--- config.mk ---
export PLATFORM = sky130hd
export DESIGN_NAME = ebr_ctrl
export DESIGN_NICKNAME = d
export VERILOG_FILES = /design/src/hdl/ebr_pkg.sv /design/src/hdl/ebr_wait_sampler.sv /design/src/hdl/ebr_ctrl.sv
export SDC_FILE = /design/constraint.sdc
export NUM_CORES = 1
export LEC_CHECK = 0
export ABC_AREA = 0
export ABC_CLOCK_PERIOD_IN_PS = 5700
export BUFFER_PORTS_ARGS = -buffer_cell sky130_fd_sc_hd__buf_2
export CAP_MARGIN = 20
export CORE_MARGIN = 4
export CORE_UTILIZATION = 45
export CTS_BUF_LIST = sky130_fd_sc_hd__clkbuf_8
export DETAILED_ROUTE_END_ITERATION = 8
export PLACE_DENSITY = 0.7
export SLEW_MARGIN = 20
export SYNTH_ARGS = -nofsm -noshare
export SYNTH_HDL_FRONTEND = slang
export SYNTH_SLANG_ARGS = --single-unit
--- constraint.sdc ---
create_clock -name clk_i -period 5.7 [get_ports clk_i]
set_input_delay 1.14 -clock clk_i [delete_from_list [all_inputs] [get_ports clk_i]]
set_output_delay 1.14 -clock clk_i [all_outputs]
set_load 0.03 [all_outputs]
--- src/hdl/ebr_pkg.sv ---
// package of constants and carrier types for the external bus refresh control block
// How it works
// - bank-0 mode bit picks lane enables or strobes
// - refresh enable starts periodic auto-refresh, clear stops
// - mode bit 1 puts SDRAM in self-refresh
// - any SDRAM access clears self-refresh mode bit
// - clock control bit drives CKE outside self-refresh (held low there), defaults one
// - one refresh per interval count of clocks
// - wait request sampled at cycle two to four
// - endian bit holds strap sampled at reset
package ebr_pkg;
  // register byte offset on the bus
  localparam logic [7:0]  CTRL_OFFSET       = 8'h00;
  // field positions
  localparam int          LANE_MODE_BIT     = 24;
  localparam int          REF_EN_BIT        = 18;
  localparam int          REF_MODE_BIT      = 17;
  localparam int          CKE_BIT           = 16;
  localparam int          REF_CNT_LSB       = 3;
  localparam int          REF_CNT_W         = 13;
  localparam int          WAIT_SEL_LSB      = 1;
  localparam int          ENDIAN_BIT        = 0;
  // writable bit mask (reserved and read-only bits excluded)
  localparam logic [31:0] WRITE_MASK        = 32'h0107_FFFE;
  // reset value of the register fields
  localparam logic [31:0] CTRL_RESET        = 32'h0001_0000;
  // refresh command pulse length in clocks
  localparam logic [3:0]  REF_PULSE_CYCLES  = 4'h1;

  // external access request carrier
  typedef struct packed {
    logic       strobe;     // access strobe active
    logic       is_sdram;   // access targets SDRAM
    logic       is_write;   // write access
    logic [1:0] lanes;      // byte lanes accessed
  } ebr_access_t;

  // byte lane pin carrier
  typedef struct packed {
    logic [1:0] lane_n;     // lane strobes, active low
    logic       we_n;       // write strobe, active low
  } ebr_lanes_t;
endpackage

--- src/hdl/ebr_wait_sampler.sv ---
// wait request sampler for external accesses
`timescale 1ns/1ns
module ebr_wait_sampler (
  input  wire logic       clk_i,        // system clock
  input  wire logic       rst_i,        // synchronous reset
  input  wire logic       strobe_i,     // access strobe active
  input  wire logic [1:0] wait_sel_i,   // sample cycle select
  input  wire logic       wait_n_i,     // synchronised wait request
  output logic            sample_o,     // pulse at sample cycle
  output logic            waiting_o     // wait was seen low there
);
  logic [2:0] cnt_reg;                  // cycles since strobe rose
  logic       prev_strobe_reg;          // strobe one cycle ago
  logic [2:0] target;                   // nth cycle wanted

  // map select code to cycle number
  always_comb begin
    case (wait_sel_i)
      2'h1:    target = 3'h2;
      2'h2:    target = 3'h3;
      2'h3:    target = 3'h4;
      default: target = 3'h0;           // sampling off
    endcase
  end

  // count cycles from strobe start
  always_ff @(posedge clk_i) begin
    if (rst_i || !strobe_i) begin
      cnt_reg <= 3'h0;
    end else if (cnt_reg != 3'h7) begin
      cnt_reg <= cnt_reg + 3'h1;
    end
  end

  always_ff @(posedge clk_i) begin
    if (rst_i) begin
      prev_strobe_reg <= 1'b0;
    end else begin
      prev_strobe_reg <= strobe_i;
    end
  end

  // sample pulse and captured wait level
  always_ff @(posedge clk_i) begin
    if (rst_i) begin
      sample_o  <= 1'b0;
      waiting_o <= 1'b0;
    end else begin
      sample_o <= 1'b0;
      if (strobe_i && target != 3'h0 && cnt_reg == target - 3'h1) begin
        sample_o  <= 1'b1;
        waiting_o <= !wait_n_i;
      end else if (!strobe_i) begin
        waiting_o <= 1'b0;
      end
    end
  end
endmodule

--- src/hdl/ebr_ctrl.sv ---
// external bus control register with refresh, CKE, lane and wait logic
`timescale 1ns/1ns
module ebr_ctrl (
  input  wire logic        clk_i,          // system clock
  input  wire logic        rst_i,          // synchronous reset
  // wishbone slave
  input  wire logic        wb_cyc_i,       // bus cycle
  input  wire logic        wb_stb_i,       // strobe
  input  wire logic        wb_we_i,        // write
  input  wire logic [7:0]  wb_adr_i,       // byte address
  input  wire logic [3:0]  wb_sel_i,       // byte selects
  input  wire logic [31:0] wb_dat_i,       // write data
  output logic [31:0]      wb_dat_o,       // read data
  output logic             wb_ack_o,       // acknowledge
  output logic             wb_err_o,       // unmapped address
  // external access side
  input  wire logic        acc_strobe_i,   // access strobe
  input  wire logic        acc_sdram_i,    // access targets SDRAM
  input  wire logic        acc_write_i,    // write access
  input  wire logic [1:0]  acc_lanes_i,    // lanes accessed
  input  wire logic        ext_wait_request_n_i, // pin, active low
  input  wire logic        endian_strap_line_i,  // strap pin
  // outputs
  output logic [1:0]       byte_lane_strobe_n_o, // lane pins
  output logic             write_strobe_n_o,     // write strobe pin
  output logic             sdram_cke_o,          // SDRAM CKE
  output logic             refresh_req_o,        // auto-refresh pulse
  output logic             self_refresh_o,       // self-refresh held
  output logic             wait_stall_o          // access stretched
);
  ////////////////////////////////////////////////////////////
  // register fields
  logic                  lane_mode_reg;    // bank-0 lane mode
  logic                  ref_en_reg;       // refresh enable
  logic                  ref_mode_reg;     // self-refresh select
  logic                  cke_reg;          // CKE control
  logic [12:0]           ref_cnt_reg;      // refresh interval
  logic [1:0]            wait_sel_reg;     // wait sample select
  logic                  endian_reg;       // strap copy
  logic                  strap_done_reg;   // strap captured
  logic [12:0]           tick_reg;         // refresh counter
  logic [2:0]            wait_sync_reg;    // pin synchroniser
  logic [2:0]            strap_sync_reg;   // strap synchroniser
  logic                  wait_level_reg;   // wait level, flops two and three agree
  logic                  hit;              // address decoded
  logic                  wr_go;            // write takes effect
  logic                  sdram_hit;        // SDRAM access strobe active
  logic [31:0]           wmask;            // byte lane mask
  logic [31:0]           cur;              // current register image
  logic [31:0]           nxt;              // merged write value
  logic                  sample;           // wait sample pulse
  logic                  waiting;          // wait seen low
  ebr_pkg::ebr_access_t  acc;              // access bundle
  ebr_pkg::ebr_lanes_t   lanes_next;       // next pin values

  assign acc = '{strobe: acc_strobe_i, is_sdram: acc_sdram_i, is_write: acc_write_i, lanes: acc_lanes_i};
  assign hit = wb_adr_i == ebr_pkg::CTRL_OFFSET;
  assign wr_go = wb_cyc_i && wb_stb_i && wb_we_i && !wb_ack_o && !wb_err_o && hit;
  assign sdram_hit = acc.strobe && acc.is_sdram;

  // byte-select mask, one lane per generate pass
  genvar gi;
  generate
    for (gi = 0; gi < 4; gi++) begin : g_sel
      assign wmask[gi*8 +: 8] = {8{wb_sel_i[gi]}};
    end
  endgenerate

  // register image, reserved bits zero
  always_comb begin
    cur = 32'h0000_0000;
    cur[ebr_pkg::LANE_MODE_BIT] = lane_mode_reg;
    cur[ebr_pkg::REF_EN_BIT] = ref_en_reg;
    cur[ebr_pkg::REF_MODE_BIT] = ref_mode_reg;
    cur[ebr_pkg::CKE_BIT] = cke_reg;
    cur[ebr_pkg::REF_CNT_LSB +: ebr_pkg::REF_CNT_W] = ref_cnt_reg;
    cur[ebr_pkg::WAIT_SEL_LSB +: 2] = wait_sel_reg;
    cur[ebr_pkg::ENDIAN_BIT] = endian_reg;
    nxt = (cur & ~(wmask & ebr_pkg::WRITE_MASK)) | (wb_dat_i & wmask & ebr_pkg::WRITE_MASK);
  end

  ////////////////////////////////////////////////////////////
  // wishbone answer: ack one cycle after strobe, err if unmapped
  always_ff @(posedge clk_i) begin
    if (rst_i) begin
      wb_ack_o <= 1'b0;
      wb_err_o <= 1'b0;
      wb_dat_o <= 32'h0000_0000;
    end else begin
      wb_ack_o <= wb_cyc_i && wb_stb_i && !wb_ack_o && !wb_err_o && hit;
      wb_err_o <= wb_cyc_i && wb_stb_i && !wb_ack_o && !wb_err_o && !hit;
      wb_dat_o <= hit ? cur : 32'h0000_0000;
    end
  end

  ////////////////////////////////////////////////////////////
  // writable fields
  always_ff @(posedge clk_i) begin
    if (rst_i) begin
      lane_mode_reg <= ebr_pkg::CTRL_RESET[ebr_pkg::LANE_MODE_BIT];
      ref_en_reg    <= ebr_pkg::CTRL_RESET[ebr_pkg::REF_EN_BIT];
      cke_reg       <= ebr_pkg::CTRL_RESET[ebr_pkg::CKE_BIT];
      ref_cnt_reg   <= ebr_pkg::CTRL_RESET[ebr_pkg::REF_CNT_LSB +: ebr_pkg::REF_CNT_W];
      wait_sel_reg  <= ebr_pkg::CTRL_RESET[ebr_pkg::WAIT_SEL_LSB +: 2];
    end else if (wr_go) begin
      lane_mode_reg <= nxt[ebr_pkg::LANE_MODE_BIT];
      ref_en_reg    <= nxt[ebr_pkg::REF_EN_BIT];
      cke_reg       <= nxt[ebr_pkg::CKE_BIT];
      ref_cnt_reg   <= nxt[ebr_pkg::REF_CNT_LSB +: ebr_pkg::REF_CNT_W];
      wait_sel_reg  <= nxt[ebr_pkg::WAIT_SEL_LSB +: 2];
    end
  end

  // self-refresh bit: software sets, SDRAM access clears (clear wins)
  always_ff @(posedge clk_i) begin
    if (rst_i) begin
      ref_mode_reg <= ebr_pkg::CTRL_RESET[ebr_pkg::REF_MODE_BIT];
    end else if (sdram_hit) begin
      ref_mode_reg <= 1'b0;
    end else if (wr_go) begin
      ref_mode_reg <= nxt[ebr_pkg::REF_MODE_BIT];
    end
  end

  ////////////////////////////////////////////////////////////
  // strap capture after reset release, via three flops
  // strap flops run through reset, so the pin level is already in them at release
  always_ff @(posedge clk_i) begin
    strap_sync_reg <= {strap_sync_reg[1:0], endian_strap_line_i};
  end

  // wait pin flops, idle high
  always_ff @(posedge clk_i) begin
    if (rst_i) begin
      wait_sync_reg <= 3'h7;
    end else begin
      wait_sync_reg <= {wait_sync_reg[1:0], ext_wait_request_n_i};
    end
  end

  // wait level only moves once second and third flop agree
  always_ff @(posedge clk_i) begin
    if (rst_i) begin
      wait_level_reg <= 1'b1;
    end else if (wait_sync_reg[2] == wait_sync_reg[1]) begin
      wait_level_reg <= wait_sync_reg[2];
    end
  end

  // catch strap once second and third flop agree
  always_ff @(posedge clk_i) begin
    if (rst_i) begin
      endian_reg     <= 1'b0;
      strap_done_reg <= 1'b0;
    end else if (!strap_done_reg && strap_sync_reg[2] == strap_sync_reg[1]) begin
      endian_reg     <= strap_sync_reg[2];
      strap_done_reg <= 1'b1;
    end
  end

  ////////////////////////////////////////////////////////////
  // refresh interval counter, pulse when count elapses
  always_ff @(posedge clk_i) begin
    if (rst_i) begin
      tick_reg      <= 13'h0000;
      refresh_req_o <= 1'b0;
    end else if (!ref_en_reg || ref_mode_reg || ref_cnt_reg == 13'h0000) begin
      tick_reg      <= 13'h0000;
      refresh_req_o <= 1'b0;
    end else if (tick_reg >= ref_cnt_reg - 13'h0001) begin
      tick_reg      <= 13'h0000;
      refresh_req_o <= 1'b1;
    end else begin
      tick_reg      <= tick_reg + 13'h0001;
      refresh_req_o <= 1'b0;
    end
  end

  // SDRAM power state outputs
  always_ff @(posedge clk_i) begin
    if (rst_i) begin
      sdram_cke_o    <= 1'b1;
      self_refresh_o <= 1'b0;
    end else begin
      sdram_cke_o    <= cke_reg && !(ref_mode_reg && !sdram_hit);
      self_refresh_o <= ref_mode_reg && !sdram_hit;
    end
  end

  ////////////////////////////////////////////////////////////
  // byte lane pins for bank 0
  always_comb begin
    lanes_next = '{lane_n: 2'h3, we_n: 1'b1};
    if (acc.strobe && !acc.is_sdram) begin
      if (lane_mode_reg) begin
        lanes_next.lane_n = ~acc.lanes;
        lanes_next.we_n   = !acc.is_write;
      end else begin
        lanes_next.lane_n = acc.is_write ? ~acc.lanes : 2'h3;
        lanes_next.we_n   = 1'b1;
      end
    end
  end

  always_ff @(posedge clk_i) begin
    if (rst_i) begin
      byte_lane_strobe_n_o <= 2'h3;
      write_strobe_n_o     <= 1'b1;
    end else begin
      byte_lane_strobe_n_o <= lanes_next.lane_n;
      write_strobe_n_o     <= lanes_next.we_n;
    end
  end

  ////////////////////////////////////////////////////////////
  // wait sampling
  ebr_wait_sampler u_wait (
    .clk_i      (clk_i),
    .rst_i      (rst_i),
    .strobe_i   (acc.strobe),
    .wait_sel_i (wait_sel_reg),
    .wait_n_i   (wait_level_reg),
    .sample_o   (sample),
    .waiting_o  (waiting)
  );

  always_ff @(posedge clk_i) begin
    if (rst_i) begin
      wait_stall_o <= 1'b0;
    end else begin
      wait_stall_o <= waiting || (sample && !wait_level_reg);
    end
  end
endmodule

Word-level counts from Yosys, hierarchy flattened
Cells that the tools add are included.
Widths: inputs -> output; s select.
{ "op_classes": {"eq_ne": 8, "reduce_logical": 41, "n_addsub": 4, "magnitude_cmp": 1, "mux": 7, "bitwise": 8} }
{ "ops": {"columns": ["cell", "n"], "rows": [
  ["$and 25x25->25", 2],
  ["$not 25->25", 1],
  ["$or 25x25->25", 1],
  ["$logic_and 1x1->1", 17],
  ["$add 13x1->13 const B", 1],
  ["$ge 13x13->1", 1],
  ["$logic_not 13->1", 1],
  ["$sub 13x1->13 const B", 1],
  ["$logic_not 1->1", 11],
  ["$pmux 3 s3", 1],
  ["$logic_not 8->1", 1],
  ["$reduce_or 2->1", 4],
  ["$reduce_or 3->1", 2],
  ["$eq 2x2->1 const B", 2],
  ["$logic_or 1x1->1", 4],
  ["$mux 1", 4],
  ["$add 3x1->3 const B", 1],
  ["$eq 3x3->1", 1],
  ["$mux 3", 1],
  ["$ne 3x3->1 const B", 1],
  ["$not 1->1", 3],
  ["$reduce_bool 3->1", 1],
  ["$sub 3x1->3 const B", 1],
  ["$eq 1x1->1", 2],
  ["4 further kinds", 4]
]} }
{ "word_totals": {"reg_bits": 87, "elab_cells": 94, "out_inout_bits": 41} }

Depth between registers and ports, before layout
Gate-level depths: netlist (run 1).
{ "depth": {"depth_word": 6, "ltp_mapped": 12} }

By module
Synthesis (run 1) repeated with hierarchy kept, for this count alone.
{ "unflattened": {"cells_unflattened": 361, "area_unflattened_um2": 3214.3} }
{ "by_module_without_submodules": {"columns": ["module", "area_per_inst_um2", "cells_per_inst", "instances", "seq_area_each_um2"], "rows": [
  ["ebr_ctrl", 2971.6, 337, 1, 1401.3],
  ["ebr_wait_sampler", 242.7, 24, 1, 100.1]
]} }

Least setup slack after synthesis (run 1)
No wires, ideal clock.
{ "synth_timing": {"kind": "register -> register", "from": "register (tool-made name)", "to": "register tick_reg[10]", "setup_ps": 78, "slack_ps": 2859, "stages_incl_launch_ff": 13, "n_path_buf": 1, "arrival_time_ps": 2763, "cell_sequence": "dfxtp_1 nor3_1 nor3b_1 nand2_1 nor4_1 xnor2_1 ha_1 a211o_1 o211ai_1 o211ai_1 a211o_1 clkbuf_1 nor3_1"} }
{ "synth_rtl": {"columns": ["element", "line_no", "text"], "rows": [
  ["end signal, assigned", "ebr_ctrl.sv:174", "tick_reg <= tick_reg + 13'h0001;"],
  ["end, declared", "ebr_ctrl.sv:41", "logic [12:0] tick_reg;"]
]} }

==> results by group, run 1 <==
Setup path
  – Reg2Reg Depth: 11
  – CP Cell Sequence: nor3_1, nor3b_1, nand2_1, nor4_1, xnor2_1, ha_1, a211o_1, o211ai_1, o211ai_1, a211o_1, nor2b_1
  – Bufs and invs on worst path: 0
  – R2R Setup Slk: 2.41 ns
  – Kind of critical path: reg -> reg
  – CP startpoint kind: flop
  – CP top delay family: simple AND/OR/NAND/NOR gates
  – CP peak stage delay: 0.44 ns
  – Reg-to-reg endpoint: refresh_req_o
  – CP endpoint kind: flop
  – CP max stage cell: nor3b_1
  – Critical path data required time: 5.93 ns
  – Largest fanout on the critical path: 14
  – WP data arrival: 3.52 ns

Synth
  – Post-Synth XOR/XNOR Area: 0.0685
  – EDFF count, synth: 0
  – Mapped Cells: 335
  – Register area share after synthesis: 0.470
  – Syn Area/Cell: 9.54 um2
  – Post-synthesis adder-cell area fraction: 0.0705
  – Largest family of logic cells by synthesized area: simple AND/OR/NAND/NOR gates
  – Ys async rst share: 0
  – Seq cells post-synth: 75
  – Ys Warns: 0
  – Synthesized cell area: 0.00320 mm2
  – Compound-Gate Fraction of Synth Area: 0.0661
  – Post-synthesis simple-gate area fraction: 0.241
  – Top_reg_cell synth: dfxtp_1
  – Distinct cells, synth: 41
  – Multiplexer area fraction after synthesis: 0.0317

Hold path
  – HP Start: strap_sync_reg[0]
  – Hold path cells: 0
  – HP Class: reg -> reg
  – Hold endpoint: strap_sync_reg[1]

Detailed routing
  – Final wirelength: 6290 um
  – Vias per cell: 4.82
  – Antenna Nets Post-Route: 0
  – Total number of vias: 2449
  – Post-route DRC: 0
  – DRT iter0 DRCs: 73
  – Post-detailed-route wirelength per cell: 12.4 um
  – DR pass1 iterations: 6

STA
  – Slew margin rel.: 0.537
  – RSZ-0062 raised after global routing: false
  – Final worst-path cycle share: 0.578
  – Setup violators final: 0
  – Worst Skew: 0.0134 ns
  – Min Clock Period, post-route: 3.29 ns
  – Setup TNS: 0 ns
  – Max Slew Vio Count: 0
  – Peak Freq: 304 MHz
  – Worst-Margin Slew: 0.695 ns
  – Final Hold Fails: 0

GRT
  – Met1 Resource Use GR: 0.188
  – Antenna violations before repair: 0
  – Overflow after GRT: 0
  – Grt met3 use: 0.0418
  – First-pass GRT wire length: 10400 um
  – Routing usage on met2: 0.249
  – GRT busiest layer: met2
  – Number of global-route vias before repair: 2347
  – Largest net degree at the start of global routing: 37
  – Total track usage: 0.153

Pwr
  – PnR Total Power: 0.000952 W
  – Worst VDD drop: 0.113 mV
  – Switching share of power: 0.256
  – LEAKAGE: 1.73 nW
  – Flop pwr share: 0.557
  – Clock share of power: 0.399
  – Power Internal: 0.000708 W
  – Switching pwr: 0.000244 W
  – P per Cell Area: 253 mW/mm2
  – Comb power frac: 0.044

Layout
  – Syn-to-layout area delta: 17.8%
  – Layout cell share with drive strength beyond 1: 0.267
  – # diodes: 0
  – Layout Nets: 481

Clock network
  – Total CTS buffers: 9
  – Setup bufs post-CTS: 0
  – CTS tree: done
  – Clock Pin Slew Worst Setup and Hold Paths: 0.08 ns
  – Post-CTS Resized: 0
  – Root Buffer: clkbuf_8
  – H-tree depth: 3
  – Clk_lat worst skew: 0.36 ns
  – Clock sinks: 75
  – # hold bufs at CTS: 0
  – Clock buffer depth: 2

Placed design
  – Number of I/O port buffers: 71
  – Post-DP HPWL: 4790 um
  – GPL Wtd Cong: 0.789

Flow run
  – Number of max-cap violations: 0

Outcome
  – Outcome: finished clean

Floorplan
  – Die width: 92.3 um
  – Die ar.: 0.00852 mm2
  – Core region area: 0.00683 mm2
  – Die H: 92.3 um
  – IO Count: 97
  – Row count: 30
  – Starting Density: 0.468
[stage by stage]
step	instance area, um2	cells	worst slack, ns	utilization	hold WS (ns)
after CTS	3770	508	2.41	0.551	0.337
after detailed placement	3580	492	2.43	0.525	0.316
final	3770	508	2.41	0.551	0.334
after global routing	3770	508	2.06	0.551	0.352
after floorplan	3240	346	2.86	-	0.310
after global placement	3580	492	2.47	0.525	0.310
[cell families after synthesis]
logic type,after synthesis
AND/OR/NAND/NOR,146
flip-flops,75
AO/OA/AOI/OAI,31
buffers and inverters,29
XOR/XNOR,25
adder cells (fa/ha/maj),18
multiplexers,10
other,1
[cells in the final DEF, fill, tap and decap left out, types with 7 or more instances in the layout]
cell	n
nand2_2	9
a21oi_2	8
dfxtp_1	75
inv_1	7
nand3_1	11
nand2_1	28
clkbuf_8	9
buf_2	71
conb_1	12
nor2_1	29
a21oi_1	9
and2_1	20
mux2i_1	9
xor2_1	12
ha_1	18
nor3_1	19
xnor2_1	13
[layer usage]
layer | share of wire | vias to the layer above
li1 | - | 1253
met2 | 0.47 | 70
met4 | 0.018 | 0
met5 | 0 | -
met3 | 0.055 | 10
met1 | 0.46 | 1116
[power by group through the flow]
stage / clock network [W] / logic, W / registers (W)
6_report: 0.000379 / 0.0000417 / 0.000531
5_1_grt: 0.000408 / 0.0000454 / 0.000531
4_1_cts: 0.000388 / 0.0000418 / 0.000531
3_5_place_dp: 0 / 0.0000415 / 0.000543
3_3_place_gp: 0 / 0.0000407 / 0.000543
2_1_floorplan: 0 / 0.0000291 / 0.000543
[worst max-delay path by stage]
stage	from	cells past startpoint	slack [ns]	to
after floorplan	flop	12	2.86	tick_reg[10]
after global placement	wb_adr_i[1]	6	2.47	flop
after detailed placement	flop	11	2.43	refresh_req_o
after CTS	flop	11	2.41	refresh_req_o
after global routing	flop	11	2.06	tick_reg[5]
final	flop	11	2.41	refresh_req_o
[Yosys cell counts (2+ instances only)]
cell type / number / area, um2
a211o_1: 3 / 26.3
or4_1: 3 / 22.5
xnor2_1: 13 / 114
dfxtp_1: 75 / 1500
nor2b_1: 3 / 18.8
nand3b_1: 3 / 22.5
nand2_2: 9 / 56.3
xor2_1: 12 / 105
nor2_1: 29 / 109
nand3_1: 11 / 55.1
and3_1: 3 / 18.8
nor4_1: 5 / 31.3
nand4_1: 2 / 12.5
o211ai_1: 2 / 15.0
o21ai_0: 4 / 20.0
buf_4: 12 / 90.1
mux2i_1: 9 / 90.1
inv_1: 7 / 26.3
nand2_1: 28 / 105
a21oi_2: 8 / 70.1
clkbuf_1: 8 / 30.0
and2_1: 20 / 125
a21oi_1: 9 / 45.0
and4_1: 3 / 26.3
nor3_1: 19 / 95.1
ha_1: 18 / 225
or2_2: 3 / 18.8
[area by class of cell]
cell class / instances / area [um2]
clock inverters: 7 / 57.6
well taps: 96 / 120
fillers: 660 / 3070
repair buffers: 72 / 363
clock buffers: 9 / 124
multi-input cells: 242 / 1570
flip-flops and latches: 75 / 1500
inverters: 7 / 26.3
Power figures use the tool's default switching activity.
==> inputs of run 2 (changes only) <==
ABC_CLOCK_PERIOD_IN_PS = 2600   (was 5700)
PLACE_DENSITY = 0.73   (was 0.7)
clock period = 2.6 ns   (was 5.7 ns; I/O delays follow)
==> run 2 against run 1 <==
  * The run now ends with negative setup slack left
  * Via count rose by 4.9%
  * Hold slack worse by 0.060 ns
  * Clock-buffer cell count did not move
  * Worst setup slack lost 2.5 ns
  * Clock power grew to 2.9 times the previous value
  * Combinational power rose by 130%
  * Routed wire length grew 8.4%
  * Die area unchanged
  * Sequential share of layout area down 3.0 points
  * Non-clock buffer count up 22
  * Cell count is 4.5% higher
  * Sequential power grew 120%
  * Largest cell class unchanged
  * Highest routed layer unchanged
==> results by group, run 2 (synthesis gave the netlist of run 1 again) <==
Outcome
  – Outcome: finished with violations (was finished clean)
  – Failing checks: negative setup slack

Setup path
  – Reg-to-reg endpoint: refresh_req_o (unchanged)
  – Largest fanout on the critical path: 7 (was 14)
  – Kind of critical path: reg -> reg (unchanged)
  – Critical path depth in cells: 11 (unchanged)
  – Reg2Reg Depth: 11 (unchanged)
  – CP top delay family: compound AO/OA/AOI/OAI gates (was simple AND/OR/NAND/NOR gates)
  – CP startpoint kind: flop (unchanged)
  – Critical path data required time: 2.81 ns (was 5.93 ns)
  – Critical Path Sink: refresh_req_o (unchanged)
  – CP endpoint kind: flop (unchanged)
  – R2R Setup Slk: -0.08 ns (was 2.41 ns)
  – CP Cell Sequence: nor3_4, nor3b_4, nand2_2, nor4_4, xnor2_1, ha_1, a211o_1, o211ai_1, o211ai_1, a211o_2, nor2b_1 (was nor3_1, nor3b_1, nand2_1, nor4_1, xnor2_1, ha_1, a211o_1, o211ai_1, o211ai_1, a211o_1, nor2b_1)
  – CP max stage cell: a211o_2 (was nor3b_1)
  – CP peak stage delay: 0.42 ns (was 0.44 ns)
  – WP data arrival: 2.89 ns (was 3.52 ns)
  – Top cell by count, worst path: o211ai_1
  – Bufs and invs on worst path: 0 (unchanged)

Clock network
  – Clk_lat worst skew: 0.34 ns (was 0.36 ns)
  – Root Buffer: clkbuf_8 (unchanged)
  – Clock Pin Slew Worst Setup and Hold Paths: 0.08 ns (about the same)
  – Total CTS buffers: 9 (unchanged)
  – # hold bufs at CTS: 0 (unchanged)
  – H-tree depth: 3 (unchanged)
  – CTS tree: done (unchanged)
  – Clock buffer depth: 2 (unchanged)
  – Clock sinks: 75 (unchanged)

STA
  – Setup violators final: 5 (was 0)
  – Worst Skew: 0.00667 ns (was 0.0134 ns)
  – Final worst-path cycle share: 1.03 (was 0.578)
  – Hold slack: 0.274 ns (was 0.334 ns)
  – Final Hold Fails: 0 (unchanged)
  – Slew margin rel.: 0.567 (was 0.537)
  – Setup TNS: -0.255 ns (was 0 ns)
  – Worst-Margin Slew: 0.648 ns (was 0.695 ns)
  – Min Clock Period, post-route: 2.68 ns (was 3.29 ns)
  – Peak Freq: 373 MHz (was 304 MHz)
  – Max Slew Vio Count: 0 (unchanged)
  – Setup slack after layout: -0.0807 ns (was 2.41 ns)
  – RSZ-0062 raised after global routing: true (was false)

Detailed routing
  – Vias per cell: 4.84 (was 4.82)
  – DR pass1 iterations: 4 (was 6)
  – DRT iter0 DRCs: 56 (was 73)
  – Total number of vias: 2568 (was 2449)
  – Final wirelength: 6820 um (was 6290 um)
  – Antenna Nets Post-Route: 0 (unchanged)
  – Post-detailed-route wirelength per cell: 12.8 um (was 12.4 um)
  – Post-route DRC: 0 (unchanged)

Placed design
  – Worst slack, placed: -0.142 ns (was 2.43 ns)
  – Post-DP HPWL: 5140 um (was 4790 um)
  – Placed Area: 0.00374 mm2 (was 0.00358 mm2)
  – Number of I/O port buffers: 71 (unchanged)
  – GPL Wtd Cong: 0.813 (was 0.789)

Pwr
  – Clock share of power: 0.463 (was 0.399)
  – Power Internal: 0.00184 W (was 0.000708 W)
  – Switching share of power: 0.215 (was 0.256)
  – P per Cell Area: 574 mW/mm2 (was 253 mW/mm2)
  – Flop pwr share: 0.496 (was 0.557)
  – Comb power frac: 0.040 (was 0.044)
  – LEAKAGE: 1.90 nW (was 1.73 nW)
  – Worst VDD drop: 0.375 mV (was 0.113 mV)
  – Switching pwr: 0.000504 W (was 0.000244 W)

Floorplan
  – Die H: 92.3 um (unchanged)
  – IO Count: 97 (unchanged)
  – Core region area: 0.00683 mm2 (unchanged)
  – Die ar.: 0.00852 mm2 (unchanged)
  – Starting Density: 0.468 (unchanged)
  – Die width: 92.3 um (unchanged)
  – Row count: 30 (unchanged)

Hold path
  – HP Class: in -> reg (was reg -> reg)

Layout
  – Post-route cell area: 0.00408 mm2 (was 0.00377 mm2)
  – Layout Nets: 504 (was 481)
  – Layout cell share with drive strength beyond 1: 0.336 (was 0.267)
  – Highest-count cells in the layout ignoring fill and taps: dfxtp_1, buf_2, nor2_1 (unchanged)
  – # diodes: 0 (unchanged)
  – Syn-to-layout area delta: 27.6% (was 17.8%)
  – Commonest non-fill, non-tap cell in the layout: dfxtp_1 (unchanged)

GRT
  – Largest net degree at the start of global routing: 28 (was 37)
  – Number of global-route vias before repair: 2608 (was 2347)
  – Total track usage: 0.168 (was 0.153)
  – Overflow after GRT: 0 (unchanged)
  – Antenna violations before repair: 0 (unchanged)
  – First-pass GRT wire length: 11400 um (was 10400 um)

Flow run
  – Number of max-cap violations: 0 (unchanged)
-- run 2: cell count changes in the layout (fill, tap and decap cells not counted), moves of 2 or more --
cell        change
bufinv_16       +3
a211o_2         +2
buf_4          +22
nor3_1          -6
inv_6           -2
nor3_2          +5
clkinvlp_4      -2
-- run 2: what timing repair did --
item / 4_1_cts / 5_1_grt
cloned: 1 / 0
setup buffers: 1 / 3
pin swaps: 4 / 4
endpoints found under the setup margin: 14 / 14
resized for setup: 5 / 8
hold endpoints to repair: 0 / 0
-- run 2: cell type report --
cell class	count	area (um2)
clock inverters	7	124
multi-input cells	243	1660
clock buffers	9	124
repair buffers	94	528
inverters	7	26.3
fillers	611	2750
well taps	96	120
flip-flops and latches	75	1500
-- run 2: routing by layer --
layer  wire length, um  global-route usage  part of all wire
met2              3370               0.293              0.49
met4               143              0.0718             0.021
met3               332              0.0476             0.049
met5                 0                   0                 0
met1              2980               0.192              0.44
-- run 2: worst min-delay path by stage --
stage,startpoint,end,slack (ns),depth (start not counted)
after detailed placement,strap_sync_reg[0],strap_sync_reg[1],0.31,0
after floorplan,strap_sync_reg[0],strap_sync_reg[1],0.31,0
final,endian_strap_line_i,strap_sync_reg[0],0.27,1
after global routing,endian_strap_line_i,strap_sync_reg[0],0.26,1
after CTS,endian_strap_line_i,strap_sync_reg[0],0.26,1
after global placement,strap_sync_reg[0],strap_sync_reg[1],0.31,0
-- run 2: per-stage QoR --
| step | std cells | total power [W] | util |
|---|---|---|---|
| global placement | 510 | 0.00128 | 0.548 |
| global route | 531 | 0.00242 | 0.597 |
| floorplan | 346 | 0.00126 | - |
| detailed placement | 510 | 0.00128 | 0.548 |
| CTS | 528 | 0.00237 | 0.588 |
| finish | 531 | 0.00234 | 0.597 |
-- run 2: power by group through the flow --
stage          sequential [W]  combinational, W  clock (W)
4_1_cts               0.00116         0.0000943    0.00111
5_1_grt               0.00116          0.000103    0.00115
3_5_place_dp          0.00119         0.0000933          0
2_1_floorplan         0.00119         0.0000639          0
6_report              0.00116         0.0000943    0.00109
3_3_place_gp          0.00119         0.0000911          0
